File: src/logic/apc_pkg.sv
// shared constants for the alarm panel state controller
package apc_pkg;
   localparam int          CLK_HZ         = 200_000_000;
   localparam int          LINE_RESET_S   = 3;
   localparam int          CONFIRM_S      = 60;
   localparam int          FAULT_EXIT_S   = 8;
   localparam int          TEST_PERIOD_S  = 64;
   localparam int          BURST_PAUSE_S  = 1;
   localparam int          SLOW_FLASH_HZ  = 1;
   localparam int          FAST_FLASH_HZ  = 4;
   // one second tick and half-period counts for flashing
   localparam int          TICK_CYC       = CLK_HZ;
   localparam int          SLOW_HALF_CYC  = CLK_HZ / (2 * SLOW_FLASH_HZ);
   localparam int          FAST_HALF_CYC  = CLK_HZ / (2 * FAST_FLASH_HZ);
   // line classification codes
   localparam logic [1:0]  CLS_NORMAL     = 2'h0;
   localparam logic [1:0]  CLS_FIRE       = 2'h1;
   localparam logic [1:0]  CLS_SHORT      = 2'h2;
   localparam logic [1:0]  CLS_BREAK      = 2'h3;
   // line switch pair codes {first, second}
   localparam logic [1:0]  SW_DUTY        = 2'h0;
   localparam logic [1:0]  SW_TEST        = 2'h1;
   localparam logic [1:0]  SW_DISABLED    = 2'h2;
   localparam logic [1:0]  SW_DIRECT      = 2'h3;
   localparam logic        MODE_RESET_VAL = 1'b0;  // mode 1
   // per line sequence states
   typedef enum logic [2:0] {
      APC_LN_IDLE, APC_LN_RESET1, APC_LN_WAIT2, APC_LN_FIRE, APC_LN_RESETF
   } apc_line_t;
endpackage

File: src/logic/apc_ctrl.sv
// alarm panel supervisory state controller
`timescale 1ns/10ps
`default_nettype none

module apc_ctrl #(
   parameter int N_LINES    = 8,
   parameter int TICK_CYC   = apc_pkg::TICK_CYC,
   parameter int SLOW_HALF  = apc_pkg::SLOW_HALF_CYC,
   parameter int FAST_HALF  = apc_pkg::FAST_HALF_CYC
) (
   input  wire logic                 i_clk_sys,
   input  wire logic                 i_resetn,
   input  wire logic [2*N_LINES-1:0] i_line_class,
   input  wire logic [2*N_LINES-1:0] i_line_switch,
   input  wire logic [N_LINES-1:0]   i_line_removed,
   input  wire logic                 i_key_level2,
   input  wire logic                 i_btn_reset,
   input  wire logic                 i_btn_outputs,
   input  wire logic                 i_btn_buzzer,
   input  wire logic                 i_remote_fire_reset_input,
   input  wire logic [8:0]           i_fault_src,
   input  wire logic                 i_delay_set,
   input  wire logic                 i_mode_stored,
   output logic                      o_mode_store_we,
   output logic                      o_mode_store_val,
   output logic                      o_mode2,
   output logic [N_LINES-1:0]        o_line_power,
   output logic [N_LINES-1:0]        o_line_red,
   output logic [N_LINES-1:0]        o_line_yellow,
   output logic                      o_fire_state,
   output logic                      o_fault_state,
   output logic                      o_duty_mode,
   output logic                      o_led_power,
   output logic                      o_led_delay,
   output logic                      o_led_fire,
   output logic                      o_led_fault,
   output logic                      o_led_buzzer_silenced,
   output logic                      o_led_outputs_suppressed,
   output logic                      o_buzzer,
   output logic                      o_monitored_output_one,
   output logic                      o_monitored_output_two,
   output logic                      o_fire_relay_output,
   output logic                      o_fault_relay_output
);
   localparam int LW = $clog2(N_LINES > 1 ? N_LINES : 2);

   // two-stage synchronisers for all pin inputs except i_resetn and i_mode_stored
   logic [2*N_LINES-1:0] cls_s1, cls_s2, sw_s1, sw_s2;
   logic [N_LINES-1:0]   rem_s1, rem_s2;
   logic [14:0]          pin_s1, pin_s2;
   always_ff @(posedge i_clk_sys) begin
      cls_s1 <= i_line_class;
      cls_s2 <= cls_s1;
      sw_s1  <= i_line_switch;
      sw_s2  <= sw_s1;
      rem_s1 <= i_line_removed;
      rem_s2 <= rem_s1;
      pin_s1 <= {i_key_level2, i_btn_reset, i_btn_outputs, i_btn_buzzer,
                 i_remote_fire_reset_input, i_fault_src, i_delay_set};
      pin_s2 <= pin_s1;
   end
   logic       key2, b_rst, b_out, b_buz, rmt, dly;
   logic [8:0] fsrc;
   assign {key2, b_rst, b_out, b_buz, rmt, fsrc, dly} = pin_s2;

   // press edge detection on synchronised levels
   logic b_rst_d, b_out_d, b_buz_d, rmt_d;
   always_ff @(posedge i_clk_sys) begin
      b_rst_d <= b_rst;
      b_out_d <= b_out;
      b_buz_d <= b_buz;
      rmt_d   <= rmt;
   end
   logic sys_fault_reg;
   logic no_btn;
   assign no_btn = ~sys_fault_reg;
   logic p_rst, p_out, p_buz, p_rmt;
   assign p_rst = b_rst & ~b_rst_d & no_btn;
   assign p_out = b_out & ~b_out_d & no_btn;
   assign p_buz = b_buz & ~b_buz_d & no_btn;
   assign p_rmt = rmt & ~rmt_d;

   // one second tick and flash phases
   logic [31:0] tick_cnt, slow_cnt, fast_cnt;
   logic        tick, slow_ph, fast_ph;
   logic [5:0]  sec_cnt;                                      // free 64 s count
   always_ff @(posedge i_clk_sys) begin
      if (!i_resetn) begin
         tick_cnt <= 32'h0;
         slow_cnt <= 32'h0;
         fast_cnt <= 32'h0;
         slow_ph  <= 1'b0;
         fast_ph  <= 1'b0;
         sec_cnt  <= 6'h0;
      end else begin
         tick_cnt <= tick ? 32'h0 : tick_cnt + 32'h1;
         slow_cnt <= (slow_cnt == 32'(SLOW_HALF - 1)) ? 32'h0 : slow_cnt + 32'h1;
         fast_cnt <= (fast_cnt == 32'(FAST_HALF - 1)) ? 32'h0 : fast_cnt + 32'h1;
         if (slow_cnt == 32'(SLOW_HALF - 1)) slow_ph <= ~slow_ph;
         if (fast_cnt == 32'(FAST_HALF - 1)) fast_ph <= ~fast_ph;
         if (tick) sec_cnt <= sec_cnt + 6'h1;
      end
   end
   assign tick = (tick_cnt == 32'(TICK_CYC - 1));

   // power-up mode capture after reset release
   logic mode_reg, boot_done;
   always_ff @(posedge i_clk_sys) begin
      if (!i_resetn) begin
         mode_reg         <= apc_pkg::MODE_RESET_VAL;
         boot_done        <= 1'b0;
         o_mode_store_we  <= 1'b0;
         o_mode_store_val <= apc_pkg::MODE_RESET_VAL;
      end else begin
         o_mode_store_we <= 1'b0;
         if (!boot_done && tick_cnt == 32'h3) begin             // pins settled
            boot_done <= 1'b1;
            if (key2 && b_rst) begin
               mode_reg         <= ~i_mode_stored;
               o_mode_store_val <= ~i_mode_stored;
               o_mode_store_we  <= 1'b1;
            end else begin
               mode_reg <= i_mode_stored;
            end
         end
      end
   end
   assign o_mode2 = mode_reg;

   // remote input actions per mode
   logic remote_reset, remote_act;
   assign remote_reset = p_rmt & mode_reg & boot_done;
   assign remote_act   = p_rmt & ~mode_reg & boot_done;
   logic key_reset;
   assign key_reset = p_rst & key2 & boot_done;

   // round-robin scan pointer across lines
   logic [LW-1:0] scan_idx;
   always_ff @(posedge i_clk_sys) begin
      if (!i_resetn)
         scan_idx <= '0;
      else
         scan_idx <= (scan_idx == LW'(N_LINES - 1)) ? '0 : scan_idx + LW'(1);
   end

   // per-line double-activation sequence
   logic [N_LINES-1:0] ln_fire, ln_direct, ln_fault, ln_new_fire, ln_powered;
   logic [N_LINES-1:0] ln_test, ln_dis;
   genvar g;
   generate
      for (g = 0; g < N_LINES; g++) begin : gl
         apc_pkg::apc_line_t st;
         logic [5:0] secs;
         logic [1:0] cls, sw;
         logic       hit;
         assign cls = cls_s2[2*g+1:2*g];
         assign sw  = sw_s2[2*g+1:2*g];
         assign hit = (scan_idx == LW'(g)) && (cls == apc_pkg::CLS_FIRE);
         assign ln_test[g] = (sw == apc_pkg::SW_TEST);
         assign ln_dis[g]  = (sw == apc_pkg::SW_DISABLED);
         assign ln_fault[g] = ~ln_dis[g] & ~ln_test[g] &
                              ((cls == apc_pkg::CLS_SHORT) | (cls == apc_pkg::CLS_BREAK) |
                               rem_s2[g]);
         always_ff @(posedge i_clk_sys) begin
            ln_new_fire[g] <= 1'b0;
            if (!i_resetn) begin
               st           <= apc_pkg::APC_LN_IDLE;
               secs         <= 6'h0;
               ln_direct[g] <= 1'b0;
            end else if (ln_dis[g]) begin
               st <= apc_pkg::APC_LN_IDLE;
            end else if ((remote_reset || key_reset) && st == apc_pkg::APC_LN_FIRE) begin
               st   <= apc_pkg::APC_LN_RESETF;
               secs <= 6'h0;
            end else begin
               if (tick) secs <= secs + 6'h1;
               case (st)
                  apc_pkg::APC_LN_IDLE: begin
                     if (ln_test[g] && tick && sec_cnt == 6'h3f) begin
                        st   <= apc_pkg::APC_LN_RESETF;
                        secs <= 6'h0;
                     end else if (hit && sw == apc_pkg::SW_DIRECT) begin
                        st             <= apc_pkg::APC_LN_FIRE;
                        ln_direct[g]   <= 1'b1;
                        ln_new_fire[g] <= ~ln_test[g];
                     end else if (hit) begin
                        st   <= apc_pkg::APC_LN_RESET1;
                        secs <= 6'h0;
                     end
                  end
                  apc_pkg::APC_LN_RESET1:
                     if (tick && secs == 6'(apc_pkg::LINE_RESET_S - 1)) begin
                        st   <= apc_pkg::APC_LN_WAIT2;
                        secs <= 6'h0;
                     end
                  apc_pkg::APC_LN_WAIT2:
                     if (hit) begin
                        st             <= apc_pkg::APC_LN_FIRE;
                        ln_direct[g]   <= 1'b0;
                        ln_new_fire[g] <= ~ln_test[g];
                     end else if (tick && secs == 6'(apc_pkg::CONFIRM_S - 1))
                        st <= apc_pkg::APC_LN_IDLE;
                  apc_pkg::APC_LN_FIRE: ;
                  apc_pkg::APC_LN_RESETF:
                     if (tick && secs == 6'(apc_pkg::LINE_RESET_S - 1))
                        st <= apc_pkg::APC_LN_IDLE;
                  default: st <= apc_pkg::APC_LN_IDLE;
               endcase
            end
         end
         assign ln_fire[g]    = (st == apc_pkg::APC_LN_FIRE) & ~ln_test[g];
         assign ln_powered[g] = ~ln_dis[g] & (st != apc_pkg::APC_LN_RESET1) &
                                (st != apc_pkg::APC_LN_RESETF);
      end
   endgenerate
   assign o_line_power = ln_powered;

   // fire state and stage
   logic fire, stage2;
   assign fire   = |ln_fire;
   assign stage2 = |(ln_fire & ln_direct);

   // fault tracking with 8 s exit delay
   logic       fault_cause, fault_reg, fault_new;
   logic [3:0] clr_secs;
   logic [N_LINES-1:0] ln_fault_d;
   logic [8:0]         fsrc_d;
   assign fault_cause = (|fsrc) | (|ln_fault);
   assign fault_new   = (|(ln_fault & ~ln_fault_d)) | (|(fsrc & ~fsrc_d));
   always_ff @(posedge i_clk_sys) begin
      if (!i_resetn) begin
         fault_reg     <= 1'b0;
         sys_fault_reg <= 1'b0;
         clr_secs      <= 4'h0;
         ln_fault_d    <= '0;
         fsrc_d        <= 9'h0;
      end else begin
         ln_fault_d <= ln_fault;
         fsrc_d     <= fsrc;
         if (fsrc[0]) sys_fault_reg <= 1'b1;
         if (fault_cause) begin
            fault_reg <= 1'b1;
            clr_secs  <= 4'h0;
         end else if (fault_reg && !sys_fault_reg && tick) begin
            if (clr_secs == 4'(apc_pkg::FAULT_EXIT_S - 1))
               fault_reg <= 1'b0;
            else
               clr_secs <= clr_secs + 4'h1;
         end
      end
   end

   // buzzer silence and output suppression toggles
   logic silenced, out_supp, duty_out, fire_d;
   always_ff @(posedge i_clk_sys) begin
      if (!i_resetn) begin
         silenced <= 1'b0;
         out_supp <= 1'b0;
         duty_out <= 1'b0;
         fire_d   <= 1'b0;
      end else begin
         fire_d <= fire;
         if ((|ln_new_fire) || fault_new)
            silenced <= 1'b0;
         else if (p_buz && (fire || fault_reg))
            silenced <= ~silenced;
         else if (!fire && !fault_reg)
            silenced <= 1'b0;
         if (fire && p_out && key2)
            out_supp <= ~out_supp;
         else if (!fire)
            out_supp <= 1'b0;
         if (!fire && !fault_reg && p_out)
            duty_out <= ~duty_out;
         else if (remote_act)
            duty_out <= 1'b1;
      end
   end

   // line indicators with fault flash codes
   logic burst_ph;
   assign burst_ph = fast_ph & ~sec_cnt[0];                   // 1 s bursts, 1 s pause
   always_ff @(posedge i_clk_sys) begin
      if (!i_resetn) begin
         o_line_red    <= '0;
         o_line_yellow <= '0;
      end else begin
         o_line_red <= ln_fire;
         for (int i = 0; i < N_LINES; i++) begin
            if (!ln_fault[i])
               o_line_yellow[i] <= ln_dis[i];
            else if (cls_s2[2*i+:2] == apc_pkg::CLS_SHORT)
               o_line_yellow[i] <= slow_ph;
            else if (cls_s2[2*i+:2] == apc_pkg::CLS_BREAK)
               o_line_yellow[i] <= fast_ph;
            else
               o_line_yellow[i] <= burst_ph;
         end
      end
   end

   // panel indicators, buzzer and relays
   always_ff @(posedge i_clk_sys) begin
      if (!i_resetn) begin
         o_fire_state             <= 1'b0;
         o_fault_state            <= 1'b0;
         o_duty_mode              <= 1'b1;
         o_led_power              <= 1'b1;
         o_led_delay              <= 1'b0;
         o_led_fire               <= 1'b0;
         o_led_fault              <= 1'b0;
         o_led_buzzer_silenced    <= 1'b0;
         o_led_outputs_suppressed <= 1'b0;
         o_buzzer                 <= 1'b0;
         o_monitored_output_one   <= 1'b0;
         o_monitored_output_two   <= 1'b0;
         o_fire_relay_output      <= 1'b0;
         o_fault_relay_output     <= 1'b0;
      end else begin
         o_fire_state  <= fire;
         o_fault_state <= fault_reg;
         o_duty_mode   <= ~fire & ~fault_reg;
         o_led_power   <= 1'b1;
         o_led_delay   <= dly;
         o_led_fire    <= fire & (stage2 | slow_ph);
         o_led_fault   <= fault_reg & slow_ph;
         o_led_buzzer_silenced    <= silenced & (fire | fault_reg);
         o_led_outputs_suppressed <= fire & out_supp;
         // steady tone in fire, interrupted in fault, off in duty
         o_buzzer <= ~silenced & (fire | (fault_reg & slow_ph));
         o_monitored_output_one <= fire ? ~out_supp : duty_out;
         o_monitored_output_two <= fire ? ~out_supp : duty_out;
         o_fire_relay_output    <= fire & (mode_reg | ~out_supp);
         o_fault_relay_output   <= fault_reg;
      end
   end
endmodule
`default_nettype wire

File: config.mk
export PLATFORM = sky130hd
export DESIGN_NAME = apc_ctrl
export DESIGN_NICKNAME = d
export VERILOG_FILES = /design/src/logic/apc_pkg.sv /design/src/logic/apc_ctrl.sv
export SDC_FILE = /design/constraint.sdc
export NUM_CORES = 1
export LEC_CHECK = 0
export BUFFER_PORTS_ARGS = -buffer_cell sky130_fd_sc_hd__buf_2
export CORE_AREA = 2 2 159 161
export CTS_BUF_LIST = sky130_fd_sc_hd__clkbuf_4
export DETAILED_ROUTE_END_ITERATION = 10
export DIE_AREA = 0 0 161 163
export PLACE_DENSITY = 0.81
export SLEW_MARGIN = 5
export SYNTH_ARGS = -nofsm -noshare
export SYNTH_HDL_FRONTEND = slang
export SYNTH_SLANG_ARGS = --single-unit
File: constraint.sdc
create_clock -name i_clk_sys -period 4.5 [get_ports i_clk_sys]
set_input_delay 0.675 -clock i_clk_sys [delete_from_list [all_inputs] [get_ports i_clk_sys]]
set_output_delay 0.675 -clock i_clk_sys [all_outputs]
set_load 0.02 [all_outputs]
==> results of run 1 <==
==> layer usage <==
metal  vias to the layer above  global-route usage (%)
li1                       6284                       -
met4                         0                    12.2
met3                        97                    5.60
met2                       534                    45.4
met5                         -                       0
met1                      5991                    34.8
==> cell usage in the layout, fill, tap and decap left out, types with 51 or more instances in the layout <==
master	n
ha_1	51
a21oi_1	65
xor2_1	66
nand3_1	93
clkbuf_4	132
nand2_1	129
dfxtp_1	366
buf_2	97
inv_1	67
nor2_1	257
==> kinds of logic after synthesis <==
logic type / synth area share [%]
XOR/XNOR: 6.63
flip-flops: 48.2
AO/OA/AOI/OAI: 10.8
adder cells (fa/ha/maj): 4.20
multiplexers: 0.881
other: 0.0247
AND/OR/NAND/NOR: 25.7
buffers and inverters: 3.55
==> cell usage after synthesis (6+ instances only) <==
| master | n | share of area [%] |
|---|---|---|
| a31oi_1 | 21 | 0.86 |
| a211oi_1 | 24 | 1.2 |
| mux2i_1 | 10 | 0.66 |
| or4_1 | 6 | 0.30 |
| buf_1 | 6 | 0.15 |
| nor2b_1 | 13 | 0.54 |
| nand3b_1 | 8 | 0.40 |
| and2_1 | 30 | 1.2 |
| a22oi_1 | 6 | 0.30 |
| nor3b_1 | 7 | 0.35 |
| o31ai_1 | 10 | 0.49 |
| xor2_1 | 66 | 3.8 |
| nor4b_1 | 8 | 0.46 |
| nand3_1 | 93 | 3.1 |
| clkbuf_1 | 54 | 1.3 |
| and3_1 | 28 | 1.2 |
| nor4_1 | 45 | 1.9 |
| nand4_1 | 45 | 1.9 |
| o21ai_0 | 49 | 1.6 |
| nor3_1 | 31 | 1.0 |
| a21o_1 | 6 | 0.30 |
| ha_1 | 51 | 4.2 |
| xnor2_1 | 49 | 2.8 |
| a21oi_1 | 65 | 2.1 |
| dfxtp_1 | 366 | 48 |
| inv_1 | 67 | 1.7 |
| nand2b_1 | 22 | 0.91 |
| o21a_1 | 14 | 0.69 |
| or3_1 | 28 | 1.2 |
| nor2_1 | 257 | 6.3 |
| nand2_1 | 129 | 3.2 |
| a211o_1 | 6 | 0.35 |
| o211ai_1 | 6 | 0.30 |
==> worst min-delay path by stage <==
stage	startpoint	endpoint	slack [ns]
after detailed placement	cls_s1[13]	cls_s2[13]	0.31
after CTS	i_line_class[1]	cls_s1[1]	0.0002
final	i_line_class[1]	cls_s1[1]	0.05
after global placement	sw_s1[14]	sw_s2[14]	0.31
after global routing	i_line_class[0]	cls_s1[0]	0.0005
after floorplan	cls_s1[0]	cls_s2[0]	0.31
==> where the power goes <==
part	internal, mW	switching (mW)
clock network	1.40	1.30
logic	0.116	0.191
registers	3.33	0.0556
==> through the flow <==
step                      total power [mW]  cell area [um^2]  utilization, %  setup WS, ns  instances
final                                 6.38             17100            69.2          1.37       2242
after global routing                  6.67             17100            69.2          1.25       2242
after CTS                             6.45             17100            69.1          1.39       2239
after detailed placement              3.75             15900            64.5          1.41       2087
after global placement                3.74             15900            64.5          1.52       2087
after floorplan                       3.63             15200               -          1.87       1715
==> area by class of cell <==
class / instances / area [um^2] / share of cell area, %
clock buffers: 132 / 991 / 5.80
repair buffers: 116 / 641 / 3.75
well taps: 330 / 413 / 2.42
multi-input cells: 1212 / 7340 / 43.0
clock inverters: 17 / 115 / 0.674
diodes: 1 / 2.50 / 0.0146
inverters: 68 / 255 / 1.49
flip-flops and latches: 366 / 7330 / 42.9
==> timing repair <==
item                      4_1_cts  5_1_grt
hold endpoints to repair        3        2
hold buffers                    3        2
gates resized for setup         0        0
==> worst max-delay path, stage by stage (launching register included) <==
cell     delay [ns]
dfxtp_1        0.36
or4_4          0.59
or3_4          0.43
nor4b_4        0.41
buf_4          0.30
a21oi_1        0.10
or3_1          0.35
o21ai_1        0.37
nor2_1         0.10
==> results.json, run 1 <==
{
  "period_needed_ns": 3.13,
  "leakage_nw": 6.76,
  "largest-register": "gl.secs",
  "grt_pass1_wl_um": 59100,
  "worst_clock_skew_ns": 0.0503,
  "synth_area_um2": 15200,
  "hold_viol_final": 0,
  "cts_root_buffer": "clkbuf_4",
  "vias": 12900,
  "wirelength_um": 36300,
  "hpwl_um": 24400,
  "synth_seq_cells": 366,
  "r2r.worst_path.cells": 8,
  "reg2reg_from": "tick_cnt[18]",
  "ant_nets": 0,
  "slew_viol_final": 0,
  "hp-class": "input pin to register",
  "reg2reg_to": "gl[0].secs[3]",
  "start_util_pct": 61.6,
  "cts.path.max_buffers": 3,
  "post-cts-setup-buffer-count": 0,
  "io_pins": 99,
  "nFillCells": 1947,
  "met2_length_um": 17000,
  "drive_gt1_share_pct": 14.3,
  "numPortBuffers": 97,
  "crit_path_max_fanout": 13,
  "syn_area_per_cell_um2": 8.86,
  "outcome": "completed",
  "r2r_slack_ns": 1.37,
  "max_freq_ghz": 0.319,
  "ys.warnings.count": 0,
  "critical_path.endpoint": "gl[0].secs[3]",
  "synth_edf_count": 0,
  "vias_per_cell": 5.76,
  "cts_num_sinks": 366,
  "drt-met1-wl_um": 15500,
  "die_y_um": 163,
  "worstMarginPinSlew_ns": 1.18,
  "wl_met3_um": 2650,
  "firstDrtPassIters": 6,
  "yosys_most_used_dff": "dfxtp_1",
  "power_density_nw_per_um2": 374,
  "largest_reg_flops": 48,
  "core_um2": 24700,
  "critPathCaptureType": "register",
  "path_clk_slew_ns": 0.06,
  "synthDistinctLibCells": 77,
  "die_area_um2": 26200,
  "holdPathStages": 1,
  "cp.required_ns": 5.08,
  "final_net_count": 1964,
  "whs_ns": 0.0481,
  "netlist_instances": 1715,
  "drv_cap": 0,
  "cts_tree": "built",
  "die_width_um": 161,
  "finalSetupViolCount": 0,
  "drt_iter0_drc": 990,
  "max-vdd-ir-drop_uv": 337,
  "fin_crit_sh_pct": 69.6,
  "gp_congestion": 0.949,
  "antenna_found_initial": 1,
  "htreeDepth": 3,
  "synthToLayoutAreaGrowth_pct": 12.4,
  "synth_nets": 1824,
  "cts_buffers": 91,
  "finalSetupTns_ns": 0,
  "arrival_ns": 3.71,
  "grt_overflow_total": 0,
  "row_count": 58,
  "async_reset_ff_share_pct": 0,
  "worstSetupPathType": "register to register",
  "drc": 0,
  "insertion_delay_ns": 0.72,
  "wire_per_inst_um": 16.2,
  "slew_headroom_pct": 21.3,
  "crit_start": "tick_cnt[18]",
  "rsz0062_at_grt": "false",
  "grt_pass1_vias": 12400,
  "grtUsageTotal_pct": 27.4,
  "routed.top_layer": "met4",
  "yosysSeqAreaShare_pct": 48.2,
  "cp-start-kind": "register",
  "grt_max_degree": 33
}
Note: power is estimated with default switching activity, not from simulation.
==> run 2: changes to the inputs <==
==> constraint.sdc (replaced) <==
create_clock -name i_clk_sys -period 3.19 [get_ports i_clk_sys]
set_input_delay 0.4785 -clock i_clk_sys [delete_from_list [all_inputs] [get_ports i_clk_sys]]
set_output_delay 0.4785 -clock i_clk_sys [all_outputs]
set_load 0.02 [all_outputs]
==> results.json, run 2 (synthesized netlist as in run 1, its figures left out) <==
{
  "outcome": "completed",
  "path_clk_slew_ns": 0.07,
  "met2_length_um": 18500,
  "slew_headroom_pct": 49.2,
  "cts_root_buffer": "clkbuf_4",
  "rsz0062_at_grt": "false",
  "final_net_count": 2031,
  "die_width_um": 161,
  "finalSetupTns_ns": 0,
  "largest_reg_flops": 48,
  "io_pins": 99,
  "wirelength_um": 38700,
  "grt_max_degree": 46,
  "hpwl_um": 25200,
  "slew_viol_final": 0,
  "largest-register": "gl.secs",
  "hp-class": "input pin to register",
  "mostFrequentLayoutCell": "dfxtp_1",
  "vias": 13200,
  "cts_hold_buf": 55,
  "arrival_ns": 3.53,
  "power.total_mw": 8.99,
  "cts-resized-gates": 0,
  "grt_pass1_vias": 13000,
  "die_area_um2": 26200,
  "r2r.worst_path.cells": 8,
  "insertion_delay_ns": 0.73,
  "max_freq_ghz": 0.338,
  "htreeDepth": 3,
  "antenna_found_initial": 1,
  "holdPathStages": 4,
  "core_um2": 24700,
  "cts.path.max_buffers": 3,
  "multiInputGateArea_um2": 7340,
  "numPortBuffers": 97,
  "die_y_um": 163,
  "firstDrtPassIters": 5,
  "power_density_nw_per_um2": 507,
  "regArea_um2": 7330,
  "vias_per_cell": 5.72,
  "wire_per_inst_um": 16.7,
  "cp-start-kind": "register",
  "drive_gt1_share_pct": 14.6,
  "crit_path_max_fanout": 18,
  "period_needed_ns": 2.96,
  "layout_common_cells": "dfxtp_1 (366), nor2_1 (257), nand2_1 (129)",
  "critPathCaptureType": "register",
  "grt_overflow_total": 0,
  "row_count": 58,
  "gp_congestion": 0.966,
  "wl_met3_um": 2670,
  "routed.top_layer": "met4",
  "cts_buffers": 89,
  "cts_tree": "built",
  "ant_nets": 0,
  "max-vdd-ir-drop_uv": 408,
  "synthToLayoutAreaGrowth_pct": 16.6,
  "drc": 0,
  "start_util_pct": 61.6,
  "grt_pass1_wl_um": 63000,
  "grtUsageTotal_pct": 29.4,
  "post-cts-setup-buffer-count": 0,
  "leakage_nw": 7.05,
  "cp.required_ns": 3.76,
  "worst_clock_skew_ns": 0.0665,
  "worstSetupPathType": "register to register",
  "nFillCells": 1848,
  "drv_cap": 0,
  "drt-met1-wl_um": 16400,
  "finalSetupViolCount": 0,
  "worstMarginPinSlew_ns": 0.757,
  "fin_crit_sh_pct": 92.9,
  "cts_num_sinks": 366,
  "hold_viol_final": 0,
  "drt_iter0_drc": 994
}
-- run 2: cell type report --
class / count / share of cell area (%)
antenna: 1 / 0.0141
clock buffer: 127 / 5.38
clock inverter: 23 / 0.671
inverter: 68 / 1.44
multi-input combinational: 1212 / 41.4
sequential: 366 / 41.4
tap: 330 / 2.33
timing repair buffer: 185 / 7.39
-- run 2: power breakdown --
group	total, mW	internal, mW	switching (mW)
logic	0.492	0.208	0.284
clock network	3.72	1.84	1.88
registers	4.77	4.69	0.0802
total	8.99	6.74	2.25
-- run 2: layer usage --
metal	vias up	GRT usage, %
met5	-	0
met1	6187	36.6
met4	0	11.4
li1	6436	-
met3	95	6.65
met2	504	49.8
-- run 2: critical path, stage by stage, from the launching register on --
cell and delay, ns:
dfxtp_1 0.36, or4_4 0.59, or3_4 0.43, or3_1 0.40
buf_4 0.23, o21ai_2 0.22, a31oi_1 0.24, a21oi_1 0.25
o22ai_1 0.10
-- run 2: final timing paths --
check	startpoint	to	slack, ns
setup / recovery	tick_cnt[18]	gl[2].secs[1]	0.23
hold / removal	i_mode_stored	o_mode_store_val	0.11
setup reg to reg	tick_cnt[18]	gl[2].secs[1]	0.23
hold reg to reg	sw_s1[12]	sw_s2[12]	0.32
-- run 2: metrics by stage --
| stage | utilization, % | area, um^2 | setup slack, ns | std cells | hold slack (ns) |
|---|---|---|---|---|---|
| 2_1_floorplan | - | 15200 | 0.561 | 1715 | 0.310 |
| 3_3_place_gp | 65.2 | 16100 | 0.353 | 2106 | 0.311 |
| 3_5_place_dp | 65.2 | 16100 | 0.304 | 2106 | 0.312 |
| 4_1_cts | 71.8 | 17700 | 0.236 | 2311 | 0.0558 |
| 5_1_grt | 71.8 | 17700 | 0.0647 | 2312 | 0.0859 |
| 6_report | 71.8 | 17700 | 0.228 | 2312 | 0.112 |
